**src/verilog/i2csm_pkg.sv**
```systemverilog
package i2csm_pkg;

  ////////////////////////////////////////////////////////////////////////////
  // register byte offsets on the ahb-lite slave
  localparam logic [7:0] OFS_CONTROL  = 8'h00; // control, rw
  localparam logic [7:0] OFS_SLV_ADDR = 8'h04; // local slave address, rw
  localparam logic [7:0] OFS_STATUS   = 8'h08; // flag status, ro
  localparam logic [7:0] OFS_IRQ_ST   = 8'h0C; // sticky events, read clears
  localparam logic [7:0] OFS_IRQ_MASK = 8'h10; // event enables, rw

  ////////////////////////////////////////////////////////////////////////////
  // control field positions
  localparam int CTL_WAIT_REL = 5; // wait_release_bit, self clearing
  localparam int CTL_COMM_REL = 6; // comm_release_bit, self clearing
  localparam int CTL_IF_EN    = 7; // iface_enable_bit

  // status field positions
  localparam int ST_MASTER = 7; // master_state_flag
  localparam int ST_ARB    = 6; // arb_loss_flag
  localparam int ST_MATCH  = 4; // addr_match_flag
  localparam int ST_DIR    = 3; // xmit_dir_flag
  localparam int ST_ACK    = 2; // ack_seen_flag

  // event bit positions of irq status and mask
  localparam int EV_MATCH = 0; // address matched
  localparam int EV_ACK   = 1; // ack seen
  localparam int EV_ARB   = 2; // arbitration lost
  localparam int EV_STOP  = 3; // stop detected
  localparam int EV_W     = 4; // number of events

  ////////////////////////////////////////////////////////////////////////////
  // reset values and bit counts
  localparam logic [7:0]  RST_CONTROL  = 8'h00;
  localparam logic [6:0]  RST_SLV_ADDR = 7'h00;
  localparam logic [3:0]  RST_IRQ      = 4'h0;
  localparam logic [3:0]  BIT_ADDR_END = 4'h7; // count before eighth clock
  localparam logic [3:0]  BIT_ACK      = 4'h9; // ninth clock
  localparam logic [1:0]  HTRANS_NSEQ  = 2'h2;

  // status flags travel together
  typedef struct packed {
    logic master; // master_state_flag
    logic arb;    // arb_loss_flag
    logic match;  // addr_match_flag
    logic dir;    // xmit_dir_flag
    logic ack;    // ack_seen_flag
  } i2csm_flags_type;

  localparam i2csm_flags_type RST_FLAGS = '0;

endpackage : i2csm_pkg

```
**src/verilog/i2csm_status.sv**
```systemverilog
// Local design decisions: the AHB-Lite slave port and the placing of the registers.
`timescale 1ns/10ps
`default_nettype none
module i2csm_status
  import i2csm_pkg::*;
(
  input  wire logic        hclk,      // bus clock, 40 mhz
  input  wire logic        hresetn,   // async reset, low active
  input  wire logic        ce,        // clock enable, low freezes all
  input  wire logic        hsel,      // slave select
  input  wire logic [7:0]  haddr,     // byte address
  input  wire logic [1:0]  htrans,    // transfer type
  input  wire logic        hwrite,    // write when high
  input  wire logic [2:0]  hsize,     // word only
  input  wire logic [31:0] hwdata,    // write data
  input  wire logic        hready,    // bus ready in
  output logic             hreadyout, // always ready
  output logic             hresp,     // always okay
  output logic [31:0]      hrdata,    // read data
  input  wire logic        scl_in,    // serial clock pin level
  input  wire logic        sda_in,    // serial data pin level
  output logic             sda_out,   // data pin drive value
  output logic             sda_oe_n,  // data pin enable, low drives
  input  wire logic        so_latch,  // shift-output latch bit
  input  wire logic        start_gen, // pulse: master made a start
  input  wire logic        arb_lost,  // pulse: arbitration lost
  output logic             irq        // level interrupt
);

  ////////////////////////////////////////////////////////////////////////////
  // pin synchroniser state, bit 1 data, bit 0 clock
  logic [1:0] sync1_reg, sync1_next; // first stage, read by stage two only
  logic [1:0] sync2_reg, sync2_next; // second stage
  logic [1:0] sync3_reg, sync3_next; // third stage
  logic [1:0] lvl_reg,   lvl_next;   // agreed levels

  // next values for the synchroniser
  always_comb
  begin
    sync1_next = {sda_in, scl_in};
    sync2_next = sync1_reg;
    sync3_next = sync2_reg;
    // a change only counts once stages two and three agree
    lvl_next = ((sync2_reg ~^ sync3_reg) & sync3_reg)
             | ((sync2_reg ^ sync3_reg) & lvl_reg);
  end

  // synchroniser registers
  always_ff @(posedge hclk or negedge hresetn)
  begin
    if (!hresetn)
    begin
      sync1_reg <= 2'h3;
      sync2_reg <= 2'h3;
      sync3_reg <= 2'h3;
      lvl_reg   <= 2'h3;
    end
    else if (ce)
    begin
      sync1_reg <= sync1_next;
      sync2_reg <= sync2_next;
      sync3_reg <= sync3_next;
      lvl_reg   <= lvl_next;
    end
  end

  ////////////////////////////////////////////////////////////////////////////
  // line events derived from agreed levels
  logic scl_rise;  // serial clock rising
  logic scl_fall;  // serial clock falling
  logic start_det; // data falls while clock high
  logic stop_det;  // data rises while clock high
  logic sda_now;   // data level at this edge

  always_comb
  begin
    scl_rise  = lvl_next[0] & ~lvl_reg[0];
    scl_fall  = ~lvl_next[0] & lvl_reg[0];
    start_det = lvl_reg[0] & lvl_next[0] & lvl_reg[1] & ~lvl_next[1];
    stop_det  = lvl_reg[0] & lvl_next[0] & ~lvl_reg[1] & lvl_next[1];
    sda_now   = lvl_next[1];
  end

  ////////////////////////////////////////////////////////////////////////////
  // bus slave state
  logic        dph_reg,   dph_next;   // write data phase pending
  logic [7:0]  dadr_reg,  dadr_next;  // address of pending write
  logic [31:0] rdata_reg, rdata_next; // read data
  logic [7:0]  ctrl_reg,  ctrl_next;  // control, enable bit only kept
  logic [6:0]  sva_reg,   sva_next;   // local_slave_addr
  logic [3:0]  mask_reg,  mask_next;  // irq mask
  logic [3:0]  ist_reg,   ist_next;   // sticky irq status
  logic        addr_ph;               // valid address phase
  logic        rd_status;             // status read, clears arb flag
  logic        rd_irq;                // irq status read
  logic        wr_ctrl;               // control write in data phase
  logic        comm_rel;              // comm_release_bit written as one
  logic        wait_rel;              // wait_release_bit written as one
  logic        en_fall;               // iface enable goes one to zero
  logic [3:0]  ev;                    // events of this cycle

  i2csm_flags_type flags_reg, flags_next; // status flags

  // bus decode and register next values
  always_comb
  begin
    addr_ph    = hsel & hready & (htrans == HTRANS_NSEQ);
    dph_next   = addr_ph & hwrite;
    dadr_next  = addr_ph ? haddr : dadr_reg;
    rd_status  = addr_ph & ~hwrite & (haddr == OFS_STATUS);
    rd_irq     = addr_ph & ~hwrite & (haddr == OFS_IRQ_ST);
    wr_ctrl    = dph_reg & (dadr_reg == OFS_CONTROL);
    comm_rel   = wr_ctrl & hwdata[CTL_COMM_REL];
    wait_rel   = wr_ctrl & hwdata[CTL_WAIT_REL];
    en_fall    = wr_ctrl & ~hwdata[CTL_IF_EN] & ctrl_reg[CTL_IF_EN];
    ctrl_next  = ctrl_reg;
    sva_next   = sva_reg;
    mask_next  = mask_reg;
    rdata_next = rdata_reg;
    // only the enable is stored; release bits are strobes, read zero
    if (wr_ctrl)
      ctrl_next = {hwdata[CTL_IF_EN], 7'h00};
    if (dph_reg && dadr_reg == OFS_SLV_ADDR)
      sva_next = hwdata[6:0];
    if (dph_reg && dadr_reg == OFS_IRQ_MASK)
      mask_next = hwdata[3:0];
    // read data captured at the address phase, zero wait states
    if (addr_ph && !hwrite)
    begin
      if (haddr == OFS_CONTROL)
        rdata_next = {24'h000000, ctrl_reg};
      else if (haddr == OFS_SLV_ADDR)
        rdata_next = {25'h0000000, sva_reg};
      else if (haddr == OFS_STATUS)
        rdata_next = {24'h000000, flags_reg.master, flags_reg.arb, 1'b0,
                      flags_reg.match, flags_reg.dir, flags_reg.ack, 2'h0};
      else if (haddr == OFS_IRQ_ST)
        rdata_next = {28'h0000000, ist_reg};
      else if (haddr == OFS_IRQ_MASK)
        rdata_next = {28'h0000000, mask_reg};
      else
        rdata_next = 32'h00000000; // unmapped reads zero
    end
    // event set wins over the read that clears
    ist_next = (rd_irq ? 4'h0 : ist_reg) | ev;
  end

  // bus slave registers
  always_ff @(posedge hclk or negedge hresetn)
  begin
    if (!hresetn)
    begin
      dph_reg   <= 1'b0;
      dadr_reg  <= 8'h00;
      rdata_reg <= 32'h00000000;
      ctrl_reg  <= RST_CONTROL;
      sva_reg   <= RST_SLV_ADDR;
      mask_reg  <= RST_IRQ;
      ist_reg   <= RST_IRQ;
    end
    else if (ce)
    begin
      dph_reg   <= dph_next;
      dadr_reg  <= dadr_next;
      rdata_reg <= rdata_next;
      ctrl_reg  <= ctrl_next;
      sva_reg   <= sva_next;
      mask_reg  <= mask_next;
      ist_reg   <= ist_next;
    end
  end

  ////////////////////////////////////////////////////////////////////////////
  // serial protocol state
  logic [3:0] cnt_reg,   cnt_next;   // clocks seen in this byte
  logic       first_reg, first_next; // inside the address byte
  logic [6:0] shr_reg,   shr_next;   // bits shifted in so far
  logic       drv_reg,   drv_next;   // output phase has begun
  logic       oe_n_reg,  oe_n_next;  // registered pin enable
  logic       gclr;                  // comm release write or disable
  logic [7:0] rx_byte;               // byte completed at eighth rise
  logic       eighth;                // rising edge of eighth clock
  logic       ninth;                 // rising edge of ninth clock

  // flag and counter next values; clears first, sets last so sets win, except that arb loss clears master last
  always_comb
  begin
    gclr       = comm_rel | en_fall;
    cnt_next   = cnt_reg;
    first_next = first_reg;
    shr_next   = shr_reg;
    drv_next   = drv_reg;
    flags_next = flags_reg;
    rx_byte    = {shr_reg, sda_now};
    eighth     = scl_rise & (cnt_reg == BIT_ADDR_END);
    ninth      = scl_rise & (cnt_reg == 4'h8);
    ev         = 4'h0;
    // bit counting on agreed clock edges
    if (scl_rise && cnt_reg != BIT_ACK)
    begin
      cnt_next = cnt_reg + 4'h1;
      shr_next = rx_byte[6:0];
    end
    if (scl_fall && cnt_reg == BIT_ACK)
    begin
      cnt_next   = 4'h0;
      first_next = 1'b0;
      // output phase opens at falling edge of the first byte's ninth
      if (first_reg)
        drv_next = 1'b1;
    end
    if (start_det)
    begin
      cnt_next   = 4'h0;
      first_next = 1'b1;
      drv_next   = 1'b0;
    end
    // ---- clears ----
    if (start_det || stop_det || gclr)
      flags_next.match = 1'b0;
    if (stop_det || gclr)
    begin
      flags_next.dir = 1'b0;
      flags_next.ack = 1'b0;
      drv_next       = 1'b0;
    end
    // slave not taking part drops transmit status at a start
    if (start_det && !flags_reg.master)
      flags_next.dir = 1'b0;
    if (scl_rise && cnt_reg == 4'h0)
      flags_next.ack = 1'b0;
    if (eighth && first_reg && flags_reg.master && sda_now)
      flags_next.dir = 1'b0;
    if (wait_rel && flags_reg.dir && cnt_reg == BIT_ACK)
    begin
      flags_next.dir = 1'b0;
      drv_next       = 1'b0;
    end
    if (arb_lost && !flags_reg.arb)
      flags_next.dir = 1'b0;
    if (rd_status || en_fall)
      flags_next.arb = 1'b0;
    if (comm_rel || en_fall)
      flags_next.master = 1'b0;
    // ---- sets ----
    if (start_gen)
    begin
      flags_next.master = 1'b1;
      flags_next.dir    = 1'b1;
    end
    if (eighth && first_reg)
    begin
      if (rx_byte[7:1] == sva_reg)
      begin
        flags_next.match = 1'b1;
        ev[EV_MATCH]     = 1'b1;
      end
      if (!flags_reg.master && rx_byte[0])
        flags_next.dir = 1'b1;
    end
    if (ninth && !sda_now)
    begin
      flags_next.ack = 1'b1;
      ev[EV_ACK]     = 1'b1;
    end
    if (arb_lost)
    begin
      flags_next.arb    = 1'b1;
      flags_next.master = 1'b0;
      ev[EV_ARB]        = 1'b1;
    end
    ev[EV_STOP] = stop_det;
    // open drain: only a zero is driven, only in transmit status
    oe_n_next = ~(flags_next.dir & drv_next & ~so_latch);
  end

  // protocol registers
  always_ff @(posedge hclk or negedge hresetn)
  begin
    if (!hresetn)
    begin
      cnt_reg   <= 4'h0;
      first_reg <= 1'b0;
      shr_reg   <= 7'h00;
      drv_reg   <= 1'b0;
      oe_n_reg  <= 1'b1;
      flags_reg <= RST_FLAGS;
    end
    else if (ce)
    begin
      cnt_reg   <= cnt_next;
      first_reg <= first_next;
      shr_reg   <= shr_next;
      drv_reg   <= drv_next;
      oe_n_reg  <= oe_n_next;
      flags_reg <= flags_next;
    end
  end

  ////////////////////////////////////////////////////////////////////////////
  // outputs
  assign hreadyout = 1'b1;
  assign hresp     = 1'b0;
  assign hrdata    = rdata_reg;
  assign sda_out   = 1'b0;        // pin pulled low only when enabled
  assign sda_oe_n  = oe_n_reg;
  assign irq       = |(ist_reg & mask_reg);

endmodule : i2csm_status
`default_nettype wire

```
**config.mk**
```make
export PLATFORM = sky130hd
export DESIGN_NAME = i2csm_status
export DESIGN_NICKNAME = d
export VERILOG_FILES = /design/src/verilog/i2csm_pkg.sv /design/src/verilog/i2csm_status.sv
export SDC_FILE = /design/constraint.sdc
export NUM_CORES = 1
export LEC_CHECK = 0
export BUFFER_PORTS_ARGS = -buffer_cell sky130_fd_sc_hd__buf_2
export CAP_MARGIN = 15
export CORE_ASPECT_RATIO = 1.75
export CORE_MARGIN = 8
export CORE_UTILIZATION = 52
export DETAILED_ROUTE_END_ITERATION = 6
export PLACE_DENSITY = 0.78
export SLEW_MARGIN = 10
export SYNTH_ARGS = -nofsm -noshare
export SYNTH_HDL_FRONTEND = slang
export SYNTH_SLANG_ARGS = --single-unit
```
**constraint.sdc**
```tcl
create_clock -name hclk -period 2.2 [get_ports hclk]
set_input_delay 0.11 -clock hclk [delete_from_list [all_inputs] [get_ports hclk]]
set_output_delay 0.11 -clock hclk [all_outputs]
set_load 0.02 [all_outputs]
```
# [After elaboration in Yosys (flattened, before gate mapping)]
# Index checks and enable logic that the tools add are counted.
[totals] ff_bits=84 word_cells=152
[classes] addsub=1 eq_ne=12 mux=36 n_bitwise=38 reduce_logical=44
[ops] cell="$mux W1" count=24
[ops] cell="$mux W4" count=6
[ops] cell="$mux W8" count=3
[ops] cell="$and A1 B1 Y1" count=22
[ops] cell="$reduce_and A2 Y1" count=11
[ops] cell="$eq A8 B3 Y1 const B" count=2
[ops] cell="$eq A8 B4 Y1 const B" count=2
[ops] cell="$eq A8 B5 Y1 const B" count=2
[ops] cell="$logic_not A8 Y1" count=2
[ops] cell="$logic_and A1 B1 Y1" count=15
[ops] cell="$reduce_bool A3 Y1" count=3
[ops] cell="$eq A4 B4 Y1 const B" count=2
[ops] cell="$not A1 Y1" count=8
[ops] cell="$eq A7 B7 Y1" count=1
[ops] cell="$mux W2" count=3
[ops] cell="$logic_or A1 B1 Y1" count=5
[ops] cell="$add A4 B1 Y4 const B" count=1
[ops] cell="$and A2 B2 Y2" count=2
[ops] cell="$and A4 B4 Y4" count=1
[ops] cell="$eq A4 B3 Y1 const B" count=1
[ops] cell="$logic_not A1 Y1" count=4
[ops] cell="$logic_not A4 Y1" count=1
[ops] cell="$ne A4 B4 Y1 const B" count=1
[ops] cell="$or A4 B4 Y4" count=1
[ops] cell="other kinds (7)" count=8

# [Depth between registers and ports, before layout]
# Gate-level depths: netlist (run 1).
[logic_depth] depth_word=18 mapped_depth=7 ltp_nobuf=7

# [Worst setup path before layout (run 1)]
# No wires, ideal clock.
[synth_path] kind="reg-to-reg" from="reg sync2_reg[0]" to="reg shr_reg[3]" t_arrival_ns=1.875 t_required_ns=2.075 path_slack_ns=0.200 stages_incl_launch_ff=6 path_cell_list="dfstp_2 > ha_1 > nor2b_1 > nor3b_1 > buf_2 > mux2_2"
[synth_via] elab_chain_len=6 word_cells_on_any_way=8 cone_classes="bitwise: 6; reduce/logical: 2"
[synth_rtl] item="start, declared" line_no="i2csm_status.sv:33" rtl="logic [1:0] sync2_reg, sync2_next;"
[synth_rtl] item="start signal, assigned" line_no="i2csm_status.sv:61" rtl="sync2_reg <= sync2_next;"
[synth_rtl] item="$xnor A2 B2 Y2 / $xor A2 B2 Y2 (equally long branches)" line_no="i2csm_status.sv:44, i2csm_status.sv:45"
[synth_rtl] item="$and A2 B2 Y2 (on tied branches)" line_no="i2csm_status.sv:44, i2csm_status.sv:45"
[synth_rtl] item="$or A2 B2 Y2 (*)" line_no="i2csm_status.sv:45" rtl="| ((sync2_reg ^ sync3_reg) & lvl_reg);"
[synth_rtl] item="$and A1 B1 Y1 (*)" line_no="i2csm_status.sv:77" rtl="scl_rise = lvl_next[0] & ~lvl_reg[0];"
[synth_rtl] item="$logic_and A1 B1 Y1 (*)" line_no="i2csm_status.sv:199" rtl="if (scl_rise && cnt_reg != BIT_ACK)"
[synth_rtl] item="$reduce_and A2 Y1 (no line) (*)"
[synth_rtl] item="end signal, assigned" line_no="i2csm_status.sv:293" rtl="shr_reg <= shr_next;"
[synth_rtl] item="end, declared" line_no="i2csm_status.sv:177" rtl="logic [6:0] shr_reg, shr_next;"
# Every way passes the cells marked *; elsewhere a longest branch is shown, timed or not.
# A chain may end at the register's enable or synchronous reset.

# [Worst setup path after layout (run 1)]
[layout_path] from="reg dadr_reg[3]" to="reg flags_reg[4] (netlist name)"
[layout_via] elab_chain_len=7 word_cells_on_any_way=8 cone_classes="bitwise: 4; reduce/logical: 4"
[layout_rtl] item="start, declared" line_no="i2csm_status.sv:87" rtl="logic [7:0] dadr_reg, dadr_next;"
[layout_rtl] item="start signal, assigned" line_no="i2csm_status.sv:164" rtl="dadr_reg <= dadr_next;"
[layout_rtl] item="$logic_not A8 Y1 (*)" line_no="i2csm_status.sv:112" rtl="wr_ctrl = dph_reg & (dadr_reg == OFS_CONTROL);"
[layout_rtl] item="$and A1 B1 Y1 (*)" line_no="i2csm_status.sv:112"
[layout_rtl] item="$and A1 B1 Y1 (2 in series)" line_no="i2csm_status.sv:115" rtl="en_fall = wr_ctrl & ~hwdata[CTL_IF_EN] & ctrl_reg[CTL_IF_EN];"
[layout_rtl] item="$logic_or A1 B1 Y1 (*)" line_no="i2csm_status.sv:243" rtl="if (comm_rel || en_fall)"
[layout_rtl] item="$reduce_bool A3 Y1 (no line) (*)"
[layout_rtl] item="$reduce_and A2 Y1 (no line) (*)"
[layout_rtl] item="end signal, assigned" line_no="i2csm_status.sv:296" rtl="flags_reg <= flags_next;"
[layout_rtl] item="end, declared" line_no="i2csm_status.sv:102" rtl="i2csm_flags_type flags_reg, flags_next;"
# Marked as above.

==> flow_summary.yaml, run 1 <==
die:
  die_area_sq_mm: 0.00881
  dieHeight_um: 118
  rows: 37
  die_w_um: 74.5
  coreArea_sq_mm: 0.00583
  start_util_pct: 53.3
  ios: 93
synth:
  synth-main-ff-cell: "dfrtp_1"
  synth_seq_cells: 60
  synth-edff-count: 0
  synth_top_area_share_pct: 41.0
  synthCells: 287
  synth_top_cells_by_area: "dfrtp_1 41%, mux2_2 12%, dfstp_2 7.6%, buf_4 6.5%, nand2_1 2.9%"
  syn_area_sq_mm: 0.00311
  yosys_warnings: 0
  yosysSeqAreaShare_pct: 48.7
  synth.avg_cell_area_sq_um: 10.8
  synth_top_area_cell: "dfrtp_1"
  yosys.cell_types.count: 51
  async_flop_share_pct: 100
global_route:
  antenna_found_initial: 0
  grt_use_total_pct: 16.3
  grt_max_degree: 34
  overflow: 0
  grt_pass1_vias: 2433
  grt_pass1_wl_um: 11200
timing:
  setup_tns_ps: 0
  period_share_pct: 93.0
  max_freq_mhz: 489
  slew_headroom_pct: 52.4
  grt_setup_unrepaired: "no"
  fin_skew_ps: 5.47
  setup_ws_ps: 153
  setup_viol: 0
  worst_pin_slew_ps: 715
  slew_viol_final: 0
  min_period_ps: 2050
  hold_viol: 0
pwr:
  p_leak_nw: 1.67
  vdd_ir_drop_max_v: 0.000756
  pwr_density_cell_mw_per_mm2: 872
detailed_routing:
  route.met3.wl_um: 493
  viasPerCell: 5.48
  wl_met2_um: 3580
  postRouteAntennaNets: 0
  drc: 0
  first_iter_violations: 128
  wl_met1_um: 2430
  dr_total_vias: 2297
  wl_per_cell_um: 16.4
  topRoutingLayerUsed: "met4"
  drt-total-wl_um: 6890
  detail_route.first_pass.iterations: 4
finish:
  fin_area_sq_mm: 0.00352
  final_util_pct: 60.3
  area.growth.synth_to_final_pct: 13.1
  layout_commonest_cell: "dfrtp_1"
  fillCellCount: 514
  layout_common_cells: "51 x dfrtp_1, 38 x buf_2, 32 x mux2_2"
  drive_above_1_share_pct: 31.7
  fin_nets: 399
  antenna_cells: 0
  final-seq-area_sq_mm: 0.00151
  multiInputGateArea_sq_mm: 0.00144
critical_path:
  critPathCaptureType: "flop"
  crit_fanout: 3
  required_ps: 2410
  crit_type: "flop to flop"
  startpoint_type: "flop"
  worstPathArrival_ps: 2250
placed_design:
  io_buffers: 38
  dpl.hpwl_um: 5410
  placed_area_sq_mm: 0.00333
  routabilityCongestion: 0.885
  dp_slack_ps: 97.6
clocking:
  cts_sinks: 60
  postCtsSetupRepairBufs: 0
  cts.htree.levels: 3
  clk_pin_slew_ps: 70
  cts_tree: "yes"
  cts-root-buf: "clkbuf_8"
  clock_path_buffers: 2
  clock_latency_ps: 330
  cts_buffers: 9
run:
  drv_cap: 0
outcome:
  outcome: "completed"
hold_path:
  hold_class: "input port to flop"
worst max-delay path, cell delays in order (launching register included):
cell       delay, ps
dfrtp_1          400
or4b_1           610
a2111oi_2        530
o21ai_0          160
a32o_1           230
routing by layer:
layer	GRT usage, %	vias up
met1	16.4	1115
met3	4.06	26
met2	27.6	79
met5	0	-
met4	11.6	0
li1	-	1077
cells in the mapped netlist (4+ instances only):
master    count
dfrtp_1      51
mux2_2       32
buf_4        27
nand2_1      24
nor2_1       20
o21ai_0      12
a21oi_1      10
dfstp_2       9
a22o_1        8
nor3_1        8
xnor2_1       7
ha_1          5
inv_1         5
nor2b_1       5
a221oi_1      4
a22oi_1       4
nand3_1       4
area by class of cell:
cell class | instances | share of cell area [%]
flip-flops and latches | 60 | 43.0
clock inverters | 2 | 0.285
clock buffers | 12 | 4.70
well taps | 78 | 2.78
inverters | 5 | 0.534
multi-input cells | 214 | 41.1
repair buffers | 48 | 7.62
power breakdown:
group	total [mW]	leakage, nW	internal, mW	switching [mW]
registers	1.53	0.750	1.34	0.190
clock network	0.880	0.0941	0.485	0.396
logic	0.662	0.825	0.326	0.336
total	3.07	1.67	2.15	0.922
stage by stage:
step | power [mW] | hold slack (ps) | instances
finish | 3.07 | 16.8 | 419
floorplan | 2.02 | -186 | 312
detailed placement | 2.20 | 215 | 404
global route | 3.24 | 10.0 | 419
CTS | 3.08 | 7.99 | 419
global placement | 2.16 | 204 | 404
cell families (layout without fill, tap and decap cells):
kind of cell / Yosys count / after routing / share of synthesized area (%)
AO/OA/AOI/OAI: 54 / 54 / 12.4
flip-flops: 60 / 60 / 48.7
adder cells (fa/ha/maj): 5 / 5 / 2.01
other: 2 / 27 / 0.242
buffers and inverters: 38 / 67 / 7.93
XOR/XNOR: 8 / 8 / 2.25
multiplexers: 33 / 33 / 11.9
AND/OR/NAND/NOR: 87 / 87 / 14.6
what timing repair did:
item | 4_1_cts | 5_1_grt
setup endpoints to repair | 0 | 2
gates resized for setup | 0 | 1
hold buffers | 1 | 0
endpoints found under the hold margin | 22 | 0
path summary, 6_finish.rpt:
check / start / to / slack (ps) / cells after the start
setup / recovery: dadr_reg[3]$_DFFE_PN0P_ / flags_reg[4]$_DFFE_PN0P_ / 150 / 4
hold / removal: sda_in / sync1_reg[1]$_DFFE_PN1P_ / 20 / 2
setup reg to reg: dadr_reg[3]$_DFFE_PN0P_ / flags_reg[4]$_DFFE_PN0P_ / 150 / 4
min in group asynchronous: hresetn / dadr_reg[1]$_DFFE_PN0P_ / 370 / 2
max in group asynchronous: hresetn / sva_reg[4]$_DFFE_PN0P_ / 1130 / 3
hold reg to reg: hrdata[5]$_DFFE_PN0P_ / hrdata[5]$_DFFE_PN0P_ / 470 / 2
Power figures use the tool's default switching activity.
==> run 2: changes to the inputs <==
- CELL_PAD_IN_SITES_DETAIL_PLACEMENT: not set -> 1
- CELL_PAD_IN_SITES_GLOBAL_PLACEMENT: not set -> 1
- CORE_UTILIZATION: 52 -> 39
- PLACE_DENSITY: 0.78 -> 0.77
==> run 2 against run 1 <==
Non-clock buffer count unchanged. Clock power up 86%. Sequential power about the same. Design area up 6.1%. First-iteration DRC count up 2.3%. Clock skew about the same. Die area up 27%. Combinational power up 7.3%. Routed wire length up 19%.
==> flow_summary.yaml, run 2 (synthesized netlist as in run 1, its figures left out) <==
critical_path:
  critPathBufInv: 0
  crit_type: "flop to flop"
  worstPathArrival_ps: 2320
  r2r_end: "flags_reg[1]$_DFFE_PN0P_"
  reg2reg_slack_ps: 130
  cp_slowest_cell: "dfstp_2"
  crit_family: "compound AO/OA/AOI/OAI gates"
  required_ps: 2450
  startpoint_type: "flop"
  crit_fanout: 3
  crit_path_cell_trace: "ha_1 > o21ai_0 > nor4_1 > a311o_1 > a211o_1 > a31oi_1"
  slowest_delay_ps: 540
  critPathCaptureType: "flop"
  ff2ff_path_depth: 6
  reg2reg_from: "sync2_reg[0]$_DFFE_PN1P_"
die:
  ios: 93
  dieHeight_um: 134
  coreArea_sq_mm: 0.00786
  start_util_pct: 39.6
  rows: 43
  die_w_um: 83.5
  die_area_sq_mm: 0.0112
detailed_routing:
  wl_per_cell_um: 19.0
  dr_total_vias: 2371
  viasPerCell: 5.48
  first_iter_violations: 131
  detail_route.first_pass.iterations: 4
  drt-total-wl_um: 8220
  postRouteAntennaNets: 0
  drc: 0
global_route:
  grt_pass1_vias: 2773
  antenna_found_initial: 0
  grt_use_total_pct: 15.7
  grt_pass1_wl_um: 14100
  overflow: 0
  grt_max_degree: 61
timing:
  grt_setup_unrepaired: "no"
  setup_ws_ps: 129
  period_share_pct: 94.1
  setup_tns_ps: 0
  min_period_ps: 2070
  slew_headroom_pct: 48.2
  hold_viol: 0
  fin_skew_ps: 5.23
  slew_viol_final: 0
  setup_viol: 0
  max_freq_mhz: 483
  worst_pin_slew_ps: 778
clocking:
  cts_sinks: 60
  clock_latency_ps: 330
  clock_path_buffers: 2
  cts_tree: "yes"
  cts-root-buf: "clkbuf_16"
  cts_buffers: 9
  clk_pin_slew_ps: 50
  cts.htree.levels: 3
placed_design:
  dpl.hpwl_um: 6110
  io_buffers: 38
  placedCellCount: 416
  placed_area_sq_mm: 0.00335
  routabilityCongestion: 0.807
  dp_slack_ps: 134
pwr:
  pwr_density_cell_mw_per_mm2: 1040
  p_leak_nw: 1.75
  p_clk_share_pct: 42.2
  p_int_mw: 2.84
  vdd_ir_drop_max_v: 0.000576
  pwr-share-seq_pct: 39.5
  p_sw_share_pct: 27.0
  netSwitchingPower_mw: 1.05
  p_comb_share_pct: 18.3
hold_path:
  holdPathEnd: "sva_reg[4]$_DFFE_PN0P_"
  hold_depth: 2
  hold_class: "input port to flop"
  hp-start: "hwdata[4]"
finish:
  fin_area_sq_mm: 0.00373
  instances_no_fill: 433
  fillCellCount: 889
  drive_above_1_share_pct: 32.4
  layout_common_cells: "51 x dfrtp_1, 38 x buf_2, 32 x mux2_2"
  layout_commonest_cell: "dfrtp_1"
  area.growth.synth_to_final_pct: 20.0
  fin_nets: 399
  antenna_cells: 0
outcome:
  outcome: "completed"
run:
  drv_cap: 0
run 2: layout make-up:
cell class                 instances  area [sq um]  area share, %
clock buffer                      12           256           6.87
clock inverter                     4          95.1           2.55
inverter                           5          18.8          0.503
multi-input combinational        214          1470           39.3
sequential                        60          1510           40.5
tap                               90           113           3.02
timing repair buffer              48           268           7.18
run 2: worst max path at each step:
| stage | from | end | slack (ps) | cells past startpoint |
|---|---|---|---|---|
| 4_1_cts | sync2_reg[0]$_DFFE_PN1P_ | sda_oe_n$_DFFE_PN1P_ | 70 | 7 |
| 3_3_place_gp | sync2_reg[0]$_DFFE_PN1P_ | sda_oe_n$_DFFE_PN1P_ | 230 | 7 |
| 6_report | sync2_reg[0]$_DFFE_PN1P_ | flags_reg[1]$_DFFE_PN0P_ | 130 | 6 |
| 5_1_grt | sync2_reg[0]$_DFFE_PN1P_ | flags_reg[1]$_DFFE_PN0P_ | 5 | 6 |
| 3_5_place_dp | sync2_reg[0]$_DFFE_PN1P_ | sda_oe_n$_DFFE_PN1P_ | 130 | 7 |
| 2_1_floorplan | sync2_reg[0]$_DFFE_PN1P_ | shr_reg[3]$_DFFE_PN0P_ | 200 | 5 |
run 2: what timing repair did:
action	CTS	global route
setup endpoints to repair	0	4
endpoints found under the hold margin	51	0
buffers inserted	0	0
resized for setup	0	3
hold buffers	1	0
run 2: through the flow:
stage / utilization, % / total power [mW] / hold WS (ps)
3_5_place_dp: 42.6 / 2.24 / 323
3_3_place_gp: 42.6 / 2.19 / 310
5_1_grt: 47.5 / 4.08 / 20.6
6_report: 47.5 / 3.89 / 14.9
2_1_floorplan: - / 2.02 / -186
4_1_cts: 47.2 / 3.91 / 8.24
run 2: power by group through the flow:
| stage | combinational, mW | clock, mW | sequential, mW |
|---|---|---|---|
| after detailed placement | 0.692 | 0 | 1.55 |
| after global placement | 0.662 | 0 | 1.53 |
| after global routing | 0.794 | 1.72 | 1.57 |
| after CTS | 0.708 | 1.67 | 1.54 |
| after floorplan | 0.519 | 0 | 1.50 |
| final | 0.710 | 1.64 | 1.54 |
run 2: routing by layer:
layer / routed length (um) / up-vias / global-route usage (%)
met5: 0 / - / 0
met4: 295 / 0 / 9.17
met3: 426 / 21 / 4.80
met2: 4620 / 64 / 29.2
met1: 2880 / 1204 / 14.6
li1: - / 1082 / -
run 2: worst reg2reg max path, stage by stage, from the launching register on:
cell and delay [ps]:
dfstp_2 540, ha_1 250, o21ai_0 330, nor4_1 120
a311o_1 310, a211o_1 270, a31oi_1 160
==> run 3: changes to the inputs <==
- MAX_ROUTING_LAYER: not set -> met4
==> run 3 against run 2 <==
Sequential power is essentially flat. Die area did not move. Non-clock buffer count did not move. Clock-buffer cell count is the same. Flip-flop and latch count unchanged.
==> flow_summary.yaml, run 3 (synthesized netlist as in run 1, its figures left out) <==
timing:
  setup_tns_ps: 0
  min_period_ps: 2070
  hold_viol: 0
  setup_ws_ps: 128
  fin_skew_ps: 5.75
  setup_viol: 0
  grt_setup_unrepaired: "no"
  period_share_pct: 94.2
  hold_ws_ps: 14.8
  max_freq_mhz: 483
  slew_headroom_pct: 48.7
  slew_viol_final: 0
  worst_pin_slew_ps: 769
die:
  rows: 43
  dieHeight_um: 134
  die_area_sq_mm: 0.0112
  die_w_um: 83.5
  ios: 93
  start_util_pct: 39.6
  coreArea_sq_mm: 0.00786
detailed_routing:
  detail_route.first_pass.iterations: 4
  route.met3.wl_um: 445
  wl_per_cell_um: 18.9
  first_iter_violations: 146
  postRouteAntennaNets: 0
  viasPerCell: 5.46
  dr_total_vias: 2364
  drt-total-wl_um: 8190
  wl_met1_um: 2860
  drc: 0
  topRoutingLayerUsed: "met4"
  wl_met2_um: 4580
pwr:
  pwr_density_cell_mw_per_mm2: 1040
  p_leak_nw: 1.75
  vdd_ir_drop_max_v: 0.000576
finish:
  antenna_cells: 0
  fin_nets: 399
  final_util_pct: 47.5
  area.growth.synth_to_final_pct: 20.0
  layout_common_cells: "51 x dfrtp_1, 38 x buf_2, 32 x mux2_2"
  layout_commonest_cell: "dfrtp_1"
  fin_area_sq_mm: 0.00373
  drive_above_1_share_pct: 32.4
critical_path:
  reg2reg_from: "sync2_reg[0]$_DFFE_PN1P_"
  critPathCaptureType: "flop"
  startpoint_type: "flop"
  crit_fanout: 3
  startpoint: "sync2_reg[0]$_DFFE_PN1P_"
  required_ps: 2450
  crit_type: "flop to flop"
  worstPathArrival_ps: 2320
hold_path:
  hp-start: "hwdata[4]"
  hold_class: "input port to flop"
clocking:
  cts.htree.levels: 3
  cts_tree: "yes"
  cts_buffers: 9
  clk_pin_slew_ps: 50
  clock_path_buffers: 2
  cts_sinks: 60
  cts-root-buf: "clkbuf_16"
  clock_latency_ps: 330
outcome:
  outcome: "completed"
global_route:
  grt_pass1_vias: 2767
  grt_use_total_pct: 16.1
  antenna_found_initial: 0
  overflow: 0
  grt_max_degree: 61
  grt_pass1_wl_um: 14100
placed_design:
  io_buffers: 38
  routabilityCongestion: 0.819
  dp_slack_ps: 134
  placed_area_sq_mm: 0.00335
  dpl.hpwl_um: 6110
run:
  drv_cap: 0
run 3: cell counts in the layout (fill, tap and decap cells not counted):
Identical to the previous run, type by type.
run 3: per-stage QoR:
stage	std cells	power, mW
after detailed placement	416	2.24
after global routing	433	4.08
final	433	3.89
after global placement	416	2.19
after CTS	433	3.91
after floorplan	312	2.02
run 3: timing repair:
action	4_1_cts	5_1_grt
setup endpoints to repair	0	4
endpoints found under the hold margin	51	0
resized for setup	0	3
hold buffers	1	0
buffers inserted	0	0
run 3: cell type report:
class	count	area, sq um
Clock inverter	4	95.1
Tap cell	90	113
Multi-Input combinational cell	214	1470
Fill cell	889	4120
Clock buffer	12	256
Timing Repair Buffer	48	268
Inverter	5	18.8
Sequential cell	60	1510
run 3: per-layer routing:
layer  global-route usage (%)  up-vias
li1                         -     1084
met1                     14.7     1188
met4                     9.17        0
met5                        -        -
met2                     29.0       70
met3                     4.80       22
run 3: power by group:
group	switching [mW]	leakage (nW)	internal [mW]
Clock	0.479	0.173	1.16
Sequential	0.199	0.750	1.34
Combinational	0.371	0.829	0.338
run 3: worst paths after layout:
path / to / slack (ps) / cells after the start
worst max-delay path: flags_reg[1]$_DFFE_PN0P_ / 130 / 6
worst min-delay path: sva_reg[4]$_DFFE_PN0P_ / 10 / 2
worst max register to register: flags_reg[1]$_DFFE_PN0P_ / 130 / 6
worst min register to register: hrdata[5]$_DFFE_PN0P_ / 460 / 2
max in group asynchronous: sva_reg[4]$_DFFE_PN0P_ / 1210 / 3
min in group asynchronous: dadr_reg[1]$_DFFE_PN0P_ / 470 / 3
run 3: critical path, cell delays in order, from the launching register on:
cell and delay [ps]:
dfstp_2 540, ha_1 250, o21ai_0 330, nor4_1 120, a311o_1 310, a211o_1 270
a31oi_1 160
